`config.mk`:
```
export PLATFORM = sky130hd
export DESIGN_NAME = scs_capture
export DESIGN_NICKNAME = d
export VERILOG_FILES = /design/src/design/scs_pkg.sv /design/src/design/scs_delay_line.sv /design/src/design/scs_capture.sv
export SDC_FILE = /design/constraint.sdc
export NUM_CORES = 1
export LEC_CHECK = 0
export BUFFER_PORTS_ARGS = -buffer_cell sky130_fd_sc_hd__buf_2
export CORE_MARGIN = 2
export CORE_UTILIZATION = 55
export CTS_CLUSTER_SIZE = 14
export DETAILED_ROUTE_END_ITERATION = 10
export PLACE_DENSITY = 0.79
export SETUP_SLACK_MARGIN = 0.1
export SLEW_MARGIN = 15
export SYNTH_ARGS = -nofsm -noshare
export SYNTH_HDL_FRONTEND = slang
export SYNTH_SLANG_ARGS = --single-unit
```
`constraint.sdc`:
```
create_clock -name core_clk -period 4.8 [get_ports core_clk]
set_clock_uncertainty 0.05 [all_clocks]
set_input_delay 0.72 -clock core_clk [delete_from_list [all_inputs] [get_ports core_clk]]
set_output_delay 0.72 -clock core_clk [all_outputs]
set_load 0.03 [all_outputs]
```
`src/design/scs_pkg.sv`:
```
package scs_pkg;

    localparam int ADDR_W = 12;
    localparam int DATA_W = 8;

    // register offsets
    localparam logic [11:0] ADDR_STABILIZER_CTRL_SECOND = 12'h011e;
    localparam logic [11:0] ADDR_STABILIZER_CTRL_THIRD = 12'h011f;
    localparam logic [11:0] ADDR_CAPTURE_CTRL_MAIN = 12'h0120;
    localparam logic [11:0] ADDR_IGNORE_COUNT_CTRL = 12'h0121;
    localparam logic [11:0] ADDR_TIMESTAMP_DELAY_CTRL = 12'h0123;
    localparam logic [11:0] ADDR_CAPTURE_COUNT = 12'h012a;

    // values after reset
    localparam logic [7:0] RST_STABILIZER_CTRL_SECOND = 8'h0088;
    localparam logic [7:0] RST_STABILIZER_CTRL_THIRD = 8'h0084;
    localparam logic [7:0] RST_CAPTURE_CTRL_MAIN = 8'h0000;
    localparam logic [3:0] RST_IGNORE_COUNT = 4'h0;
    localparam logic [6:0] RST_TIMESTAMP_DELAY = 7'h40;
    localparam logic [7:0] RST_CAPTURE_COUNT = 8'h0000;

    // field positions and write masks
    localparam int STABILIZER_ENABLE_BIT = 1;
    localparam int STABILIZER_POWER_BIT = 0;
    localparam int FLAG_RESET_BIT = 6;
    localparam int TRANS_SELECT_BIT = 4;
    localparam int EDGE_SELECT_BIT = 3;
    localparam int MODE_LSB = 1;
    localparam logic [7:0] CAPTURE_CTRL_WMASK = 8'h005e;

    // capture modes
    localparam logic [1:0] MODE_DISABLED = 2'h0;
    localparam logic [1:0] MODE_CONTINUOUS = 2'h1;
    localparam logic [1:0] MODE_NSHOT = 2'h2;

    localparam int TIMESTAMP_DEPTH = 128;

endpackage

```
`src/design/scs_delay_line.sv`:
```
`timescale 1ns/1ps
module scs_delay_line
    import scs_pkg::*;
#(
    parameter int DEPTH = scs_pkg::TIMESTAMP_DEPTH,
    parameter int SEL_W = 7
)
(
    input wire logic core_clk,
    input wire logic rst,
    input wire logic evt,
    input wire logic [SEL_W-1:0] delay,
    output logic pulse_q
);
    logic [DEPTH-2:0] shift_q;
    logic [DEPTH-2:0] shift_d;
    logic pulse_d;

    // a tap of zero passes the event on the next edge, tap n adds n cycles
    always_comb
    begin
        shift_d = {shift_q[DEPTH-3:0], evt};
        if (delay == '0)
            pulse_d = evt;
        else
            pulse_d = shift_q[delay - SEL_W'(1)];
    end

    always_ff @(posedge core_clk)
    begin
        if (rst)
        begin
            shift_q <= '0;
            pulse_q <= 1'b0;
        end
        else
        begin
            shift_q <= shift_d;
            pulse_q <= pulse_d;
        end
    end
endmodule

```
`src/design/scs_capture.sv`:
```
// How it works
// second stabilizer register: bit 1 enables, bit 0 powers; match first register.
// flag-reset bit 6 high holds setup and hold error flags cleared.
// transition-select bit 4: 0 takes rising, 1 takes falling reference transitions.
// mode bits [2:1]: 00 off, 01 continuous, 10 n-shot; disable before changing.
// edge-select bit 3: 0 samples on rising clock edge, 1 on falling.
// n-shot skips the first ignore-count transitions, 0 to 15, before using one.
// timestamp is delayed by 0 to 127 sample clocks, reset value 0x40.
// eight-bit wrapping count of captures, cleared while flag-reset is high.
// n-shot captures exactly one transition, then waits for a mode rewrite.
`timescale 1ns/1ps
module scs_capture
(
    input wire logic core_clk,
    input wire logic rst,
    input wire logic [scs_pkg::ADDR_W-1:0] reg_addr,
    input wire logic [scs_pkg::DATA_W-1:0] reg_wdata,
    input wire logic reg_we,
    input wire logic reg_re,
    output logic [scs_pkg::DATA_W-1:0] reg_rdata,
    input wire logic sysref_pin,
    input wire logic setup_err,
    input wire logic hold_err,
    output logic stabilizer2_enable,
    output logic stabilizer2_power,
    output logic [scs_pkg::DATA_W-1:0] stabilizer3_ctrl,
    output logic sysref_capture,
    output logic sysref_timestamp,
    output logic setup_flag,
    output logic hold_flag,
    output logic [7:0] sysref_count
);
    import scs_pkg::*;

    // pin synchronisers, one per clock edge
    logic rise_s1_q;
    logic rise_s2_q;
    logic fall_s1_q;
    logic fall_s2_q;
    logic fall_s3_q;
    logic samp;
    logic prev_q;
    logic valid_trans;

    logic [7:0] stabilizer2_q, stabilizer2_d;
    logic [7:0] stabilizer3_q, stabilizer3_d;
    logic [7:0] ctrl_q, ctrl_d;
    logic [3:0] ignore_q, ignore_d;
    logic [6:0] delay_q, delay_d;
    logic [7:0] rdata_q, rdata_d;
    logic ctrl_wr;

    logic [1:0] mode;
    logic [3:0] left_q, left_d;
    logic done_q, done_d;
    logic capture_q, capture_d;
    logic [7:0] count_q, count_d;
    logic setup_q, setup_d;
    logic hold_q, hold_d;

    always_ff @(posedge core_clk)
    begin
        if (rst)
        begin
            rise_s1_q <= 1'b0;
            rise_s2_q <= 1'b0;
        end
        else
        begin
            rise_s1_q <= sysref_pin;
            rise_s2_q <= rise_s1_q;
        end
    end

    always_ff @(negedge core_clk)
    begin
        if (rst)
        begin
            fall_s1_q <= 1'b0;
            fall_s2_q <= 1'b0;
        end
        else
        begin
            fall_s1_q <= sysref_pin;
            fall_s2_q <= fall_s1_q;
        end
    end

    // choose the sampling edge and detect the selected transition
    always_comb
    begin
        samp = ctrl_q[EDGE_SELECT_BIT] ? fall_s3_q : rise_s2_q;
        if (ctrl_q[TRANS_SELECT_BIT])
            valid_trans = prev_q && !samp;
        else
            valid_trans = !prev_q && samp;
    end

    always_ff @(posedge core_clk)
    begin
        if (rst)
        begin
            fall_s3_q <= 1'b0;
            prev_q <= 1'b0;
        end
        else
        begin
            fall_s3_q <= fall_s2_q;
            prev_q <= samp;
        end
    end

    // register file
    always_comb
    begin
        stabilizer2_d = stabilizer2_q;
        stabilizer3_d = stabilizer3_q;
        ctrl_d = ctrl_q;
        ignore_d = ignore_q;
        delay_d = delay_q;
        ctrl_wr = reg_we && (reg_addr == ADDR_CAPTURE_CTRL_MAIN);
        if (reg_we)
        begin
            case (reg_addr)
                ADDR_STABILIZER_CTRL_SECOND: stabilizer2_d = reg_wdata;
                ADDR_STABILIZER_CTRL_THIRD: stabilizer3_d = reg_wdata;
                ADDR_CAPTURE_CTRL_MAIN: ctrl_d = reg_wdata & CAPTURE_CTRL_WMASK;
                ADDR_IGNORE_COUNT_CTRL: ignore_d = reg_wdata[3:0];
                ADDR_TIMESTAMP_DELAY_CTRL: delay_d = reg_wdata[6:0];
                default: ;
            endcase
        end
        rdata_d = rdata_q;
        if (reg_re)
        begin
            case (reg_addr)
                ADDR_STABILIZER_CTRL_SECOND: rdata_d = stabilizer2_q;
                ADDR_STABILIZER_CTRL_THIRD: rdata_d = stabilizer3_q;
                ADDR_CAPTURE_CTRL_MAIN: rdata_d = ctrl_q;
                ADDR_IGNORE_COUNT_CTRL: rdata_d = {4'h0, ignore_q};
                ADDR_TIMESTAMP_DELAY_CTRL: rdata_d = {1'b0, delay_q};
                ADDR_CAPTURE_COUNT: rdata_d = count_q;
                default: rdata_d = 8'h0000;
            endcase
        end
    end

    always_ff @(posedge core_clk)
    begin
        if (rst)
        begin
            stabilizer2_q <= RST_STABILIZER_CTRL_SECOND;
            stabilizer3_q <= RST_STABILIZER_CTRL_THIRD;
            ctrl_q <= RST_CAPTURE_CTRL_MAIN;
            ignore_q <= RST_IGNORE_COUNT;
            delay_q <= RST_TIMESTAMP_DELAY;
            rdata_q <= 8'h0000;
        end
        else
        begin
            stabilizer2_q <= stabilizer2_d;
            stabilizer3_q <= stabilizer3_d;
            ctrl_q <= ctrl_d;
            ignore_q <= ignore_d;
            delay_q <= delay_d;
            rdata_q <= rdata_d;
        end
    end

    // capture sequencing
    always_comb
    begin
        mode = ctrl_q[MODE_LSB+1:MODE_LSB];
        left_d = left_q;
        done_d = done_q;
        capture_d = 1'b0;
        case (mode)
            MODE_CONTINUOUS: capture_d = valid_trans;
            MODE_NSHOT:
            begin
                if (valid_trans && !done_q)
                begin
                    if (left_q == 4'h0)
                    begin
                        capture_d = 1'b1;
                        done_d = 1'b1;
                    end
                    else
                        left_d = left_q - 4'h1;
                end
            end
            default: capture_d = 1'b0;
        endcase
        // rewriting the mode rearms the ignore count and the single shot
        if (ctrl_wr)
        begin
            left_d = ignore_q;
            done_d = 1'b0;
        end
        if (ctrl_q[FLAG_RESET_BIT])
        begin
            count_d = 8'h0000;
            setup_d = 1'b0;
            hold_d = 1'b0;
        end
        else
        begin
            count_d = capture_q ? count_q + 8'h0001 : count_q;
            setup_d = setup_q || setup_err;
            hold_d = hold_q || hold_err;
        end
    end

    always_ff @(posedge core_clk)
    begin
        if (rst)
        begin
            left_q <= RST_IGNORE_COUNT;
            done_q <= 1'b0;
            capture_q <= 1'b0;
            count_q <= RST_CAPTURE_COUNT;
            setup_q <= 1'b0;
            hold_q <= 1'b0;
        end
        else
        begin
            left_q <= left_d;
            done_q <= done_d;
            capture_q <= capture_d;
            count_q <= count_d;
            setup_q <= setup_d;
            hold_q <= hold_d;
        end
    end

    scs_delay_line #(
        .DEPTH(TIMESTAMP_DEPTH),
        .SEL_W(7)
    ) i_scs_delay_line (
        .core_clk(core_clk),
        .rst(rst),
        .evt(capture_q),
        .delay(delay_q),
        .pulse_q(sysref_timestamp)
    );

    assign reg_rdata = rdata_q;
    assign stabilizer2_enable = stabilizer2_q[STABILIZER_ENABLE_BIT];
    assign stabilizer2_power = stabilizer2_q[STABILIZER_POWER_BIT];
    assign stabilizer3_ctrl = stabilizer3_q;
    assign sysref_capture = capture_q;
    assign setup_flag = setup_q;
    assign hold_flag = hold_q;
    assign sysref_count = count_q;

    a_flags_held: assert property (
        @(posedge core_clk) disable iff (rst)
        ctrl_q[FLAG_RESET_BIT] |=> (!setup_q && !hold_q))
        else $error("error flags not cleared under flag reset");

    a_count_clear: assert property (
        @(posedge core_clk) disable iff (rst)
        ctrl_q[FLAG_RESET_BIT] ##1 ctrl_q[FLAG_RESET_BIT] |-> count_q == 8'h0000)
        else $error("capture count not cleared");

    a_count_step: assert property (
        @(posedge core_clk) disable iff (rst)
        (capture_q && !ctrl_q[FLAG_RESET_BIT]) |=> count_q == $past(count_q) + 8'h0001)
        else $error("capture count did not advance by one");

    a_disabled_quiet: assert property (
        @(posedge core_clk) disable iff (rst)
        (mode == MODE_DISABLED) |=> !capture_q)
        else $error("capture while disabled");

    a_cont_capture: assert property (
        @(posedge core_clk) disable iff (rst)
        (mode == MODE_CONTINUOUS && valid_trans) |=> capture_q)
        else $error("continuous mode missed a transition");

    a_trans_polarity: assert property (
        @(posedge core_clk) disable iff (rst)
        capture_q |-> ($past(ctrl_q[TRANS_SELECT_BIT]) ? ($past(prev_q) && !prev_q)
                                                       : (!$past(prev_q) && prev_q)))
        else $error("capture on the wrong transition");

    a_nshot_single: assert property (
        @(posedge core_clk) disable iff (rst)
        (mode == MODE_NSHOT && done_q && !ctrl_wr) |=> !capture_q)
        else $error("second capture in n-shot mode");

    a_ignore_skip: assert property (
        @(posedge core_clk) disable iff (rst)
        (mode == MODE_NSHOT && !done_q && valid_trans && left_q != 4'h0 && !ctrl_wr)
        |=> (!capture_q && left_q == $past(left_q) - 4'h1))
        else $error("ignored transition not skipped");

    a_stamp_zero: assert property (
        @(posedge core_clk) disable iff (rst)
        (capture_q && delay_q == 7'h00) |=> sysref_timestamp)
        else $error("zero delay timestamp late");

    a_delay_reset: assert property (
        @(posedge core_clk) disable iff (rst)
        $past(rst) |-> delay_q == RST_TIMESTAMP_DELAY)
        else $error("timestamp delay reset value wrong");
endmodule

```
==> flow_summary_export.csv <==
group,metric,value,unit
pwr,p_sw,0.668,mW
outcome,status,"finished, final reports clean",
layout,antenna_cells,0,
pwr,peakVddDrop,0.000311,V
floorplanning,core_area,13300,µm²
hold_path,hp-class,"reg -> reg",
logic_synthesis,synth_top_family_by_area,"simple AND/OR/NAND/NOR gates",
worst_setup_path,path_class,"in -> reg",
worst_setup_path,critPathRequiredTime,2670,ps
floorplanning,io_pins,57,
clocking,cts_tree,"yes",
logic_synthesis,synth_top_area_cell,"dfxtp_1",
clocking,cts_hold_buf,0,
logic_synthesis,ys_seq_area_frac,0.500,
logic_synthesis,yosysMostFrequentCell,"dfxtp_1",
clocking,clkSinkCount,190,
place,placed_area,7950,µm²
floorplanning,dieHeight,122,µm
global_routing,grt_max_degree,80,
logic_synthesis,syn_nets,752,
clocking,cts_setup_buffers,0,
global_routing,antenna_found_initial,0,
logic_synthesis,ys.flop_type,"dfxtp_1",
logic_synthesis,syn_avg_cell_area,10.6,µm²
clocking,clkSlewWorstSetupHoldPaths,70,ps
logic_synthesis,synth_edf_count,0,
logic_synthesis,ys_ff_latch,190,
timing,grt_setup_unrepaired,"false",
routing,antenna_left,0,
pwr,p_clk_frac,0.476,
pwr,p_per_area,368,nW/µm²
routing,routed_wl,15300,µm
layout,drive_gt1_frac,0.182,
logic_synthesis,yosys.area_share.simple,0.231,
routing,drc,0,
timing,slew_violations,0,
logic_synthesis,syn_area,7600,µm²
worst_setup_path,cp.arrival,1170,ps
clocking,cts_buffers,17,
place,io_buffers,56,
routing,vias_per_cell,5.58,
worst_setup_path,crit_path_cell_trace,"buf_4, nor2b_1",
logic_synthesis,async_flop_share,0,
logic_synthesis,ys_warn_count,0,
floorplanning,die_x,122,µm
pwr,swShare,0.212,
logic_synthesis,netlist.area_leader.share,0.500,
worst_setup_path,slowest_delay,320,ps
logic_synthesis,synth_xor_area_frac,0.0183,
clocking,clock_insertion_delay_worst_skew,440,ps
global_routing,grt_overflow,0,
logic_synthesis,synth-adder-area-share,0.0115,
logic_synthesis,synth.mux.area_fraction,0.137,
floorplanning,floorplan.initialDensity,0.569,
clocking,clockBufferDepth,2,
timing,worst_slew_pin_slew,997,ps
timing,setup_violations,0,
worst_setup_path,endpoint_kind,"register",
timing,fin_setup_tns,0,ps
logic_synthesis,synthCells,718,
floorplanning,dieArea,14800,µm²
pwr,sequentialPowerShare,0.501,
global_routing,first_global_vias,5188,
worst_setup_path,crit_family,"buffers and inverters",
clocking,cts-root-buf,"clkbuf_16",
pwr,p_comb_frac,0.023,
pwr,intPower,2.49,mW
logic_synthesis,synthTopCellsByArea,"dfxtp_1, nor2b_1, mux4_2",
worst_setup_path,path_buf_inv,1,
logic_synthesis,synth_compound_area_frac,0.0683,
global_routing,grt.total_usage,0.220,
floorplanning,std_cell_rows,42,
routing,first_iter_violations,348,
job,cap_violations,0,
place,gp_congestion,0.840,
clocking,h-tree-depth,4,
logic_synthesis,synthTopCellsByCount,"dfxtp_1, nor2b_1, nand2_1",
worst_setup_path,worstPathMaxFanout,36,
timing,final-hold-violation-count,0,
clocking,cts_resized,0,
place,hpwl,10300,µm
pwr,p_leak,3.35,nW
routing,vias,5272,
layout,finalNetCount,789,
timing,slew_headroom,0.332,
global_routing,grt_first_pass_wirelength,25600,µm
routing,wl_per_cell,16.2,µm
routing,dr.pass1.iters,5,
worst_setup_path,crit_path_top_delay_cell,"buf_4",
layout,final_cell_area,8590,µm²
worst_setup_path,start_kind,"input port",
layout,area_growth,13.0,%
logic_synthesis,synth_cell_type_count,65,
worst paths after layout:
kind                            startpoint   endpoint  slack, ps  cells past startpoint
worst max-delay path                   rst  fall_s1_q       1500                      2
worst min-delay path             rise_s1_q  rise_s2_q        390                      1
worst max register to register   fall_s2_q  fall_s3_q       1820                      1
worst min register to register   rise_s1_q  rise_s2_q        390                      1
power by group through the flow:
stage,sequential [mW],combinational (mW),clock [mW]
detailed placement,1.62,0.0715,0.00391
global route,1.58,0.0790,1.60
CTS,1.58,0.0718,1.52
finish,1.58,0.0720,1.50
global placement,1.62,0.0697,0.00391
floorplan,1.62,0.0395,0.00391
cells in the final DEF, fill, tap and decap left out, drive strengths merged, types with 5 or more instances in the layout:
cell | netlist | layout
dfxtp | 190 | 190
nor2b | 138 | 138
buf | 15 | 62
nand2 | 50 | 50
nor2 | 47 | 47
mux4 | 31 | 31
mux2i | 30 | 30
a21oi | 27 | 27
nand3 | 26 | 26
clkbuf | 30 | 19
inv | 11 | 16
o21ai | 9 | 9
xor2 | 9 | 9
a221o | 7 | 7
ha | 7 | 7
nor3 | 7 | 7
nand4 | 7 | 7
xnor2 | 6 | 6
a211oi | 5 | 5
nand2b | 5 | 5
o22ai | 5 | 5
a31oi | 5 | 5
or3 | 5 | 5
cell type report:
type / instances / area (µm²)
Timing Repair Buffer: 62 / 328
Inverter: 10 / 37.5
Fill cell: 1064 / 4760
Clock inverter: 15 / 211
Clock buffer: 19 / 433
Sequential cell: 190 / 3800
Multi-Input combinational cell: 472 / 3550
Tap cell: 176 / 220
flip-flops by register name, indices dropped and copies added (netlist names), 4 cells and up:
| register | flops |
|---|---|
| i_scs_delay_line.shift_q | 127 |
| sysref_count | 8 |
| reg_rdata | 8 |
| stabilizer2_q | 8 |
| left_q | 4 |
| stabilizer3_ctrl | 8 |
| ctrl_q | 5 |
| ignore_q | 4 |
| delay_q | 7 |
stage by stage:
stage / hold WS (ps) / std cells / power, mW / setup slack [ps] / util
after global placement: 389 / 911 / 1.69 / 1060 / 0.595
after CTS: 400 / 944 / 3.18 / 1520 / 0.643
after detailed placement: 389 / 911 / 1.69 / 1050 / 0.595
after global routing: 420 / 944 / 3.26 / 1480 / 0.643
after floorplan: 364 / 718 / 1.67 / 1170 / -
final: 395 / 944 / 3.16 / 1500 / 0.643
logic make-up after synthesis:
logic type	count (synthesis)
simple gates	308
flops	190
compound gates	78
mux	64
buf+inv	56
xor+xnor	15
fa+ha+maj	7
layer usage:
metal	GRT usage	vias up	share of wire
li1	-	2565	-
met1	0.303	2581	0.46
met2	0.350	111	0.49
met3	0.0510	15	0.041
met4	0.0603	0	0.010
met5	0	-	0
(Power assumes the default switching activity.)
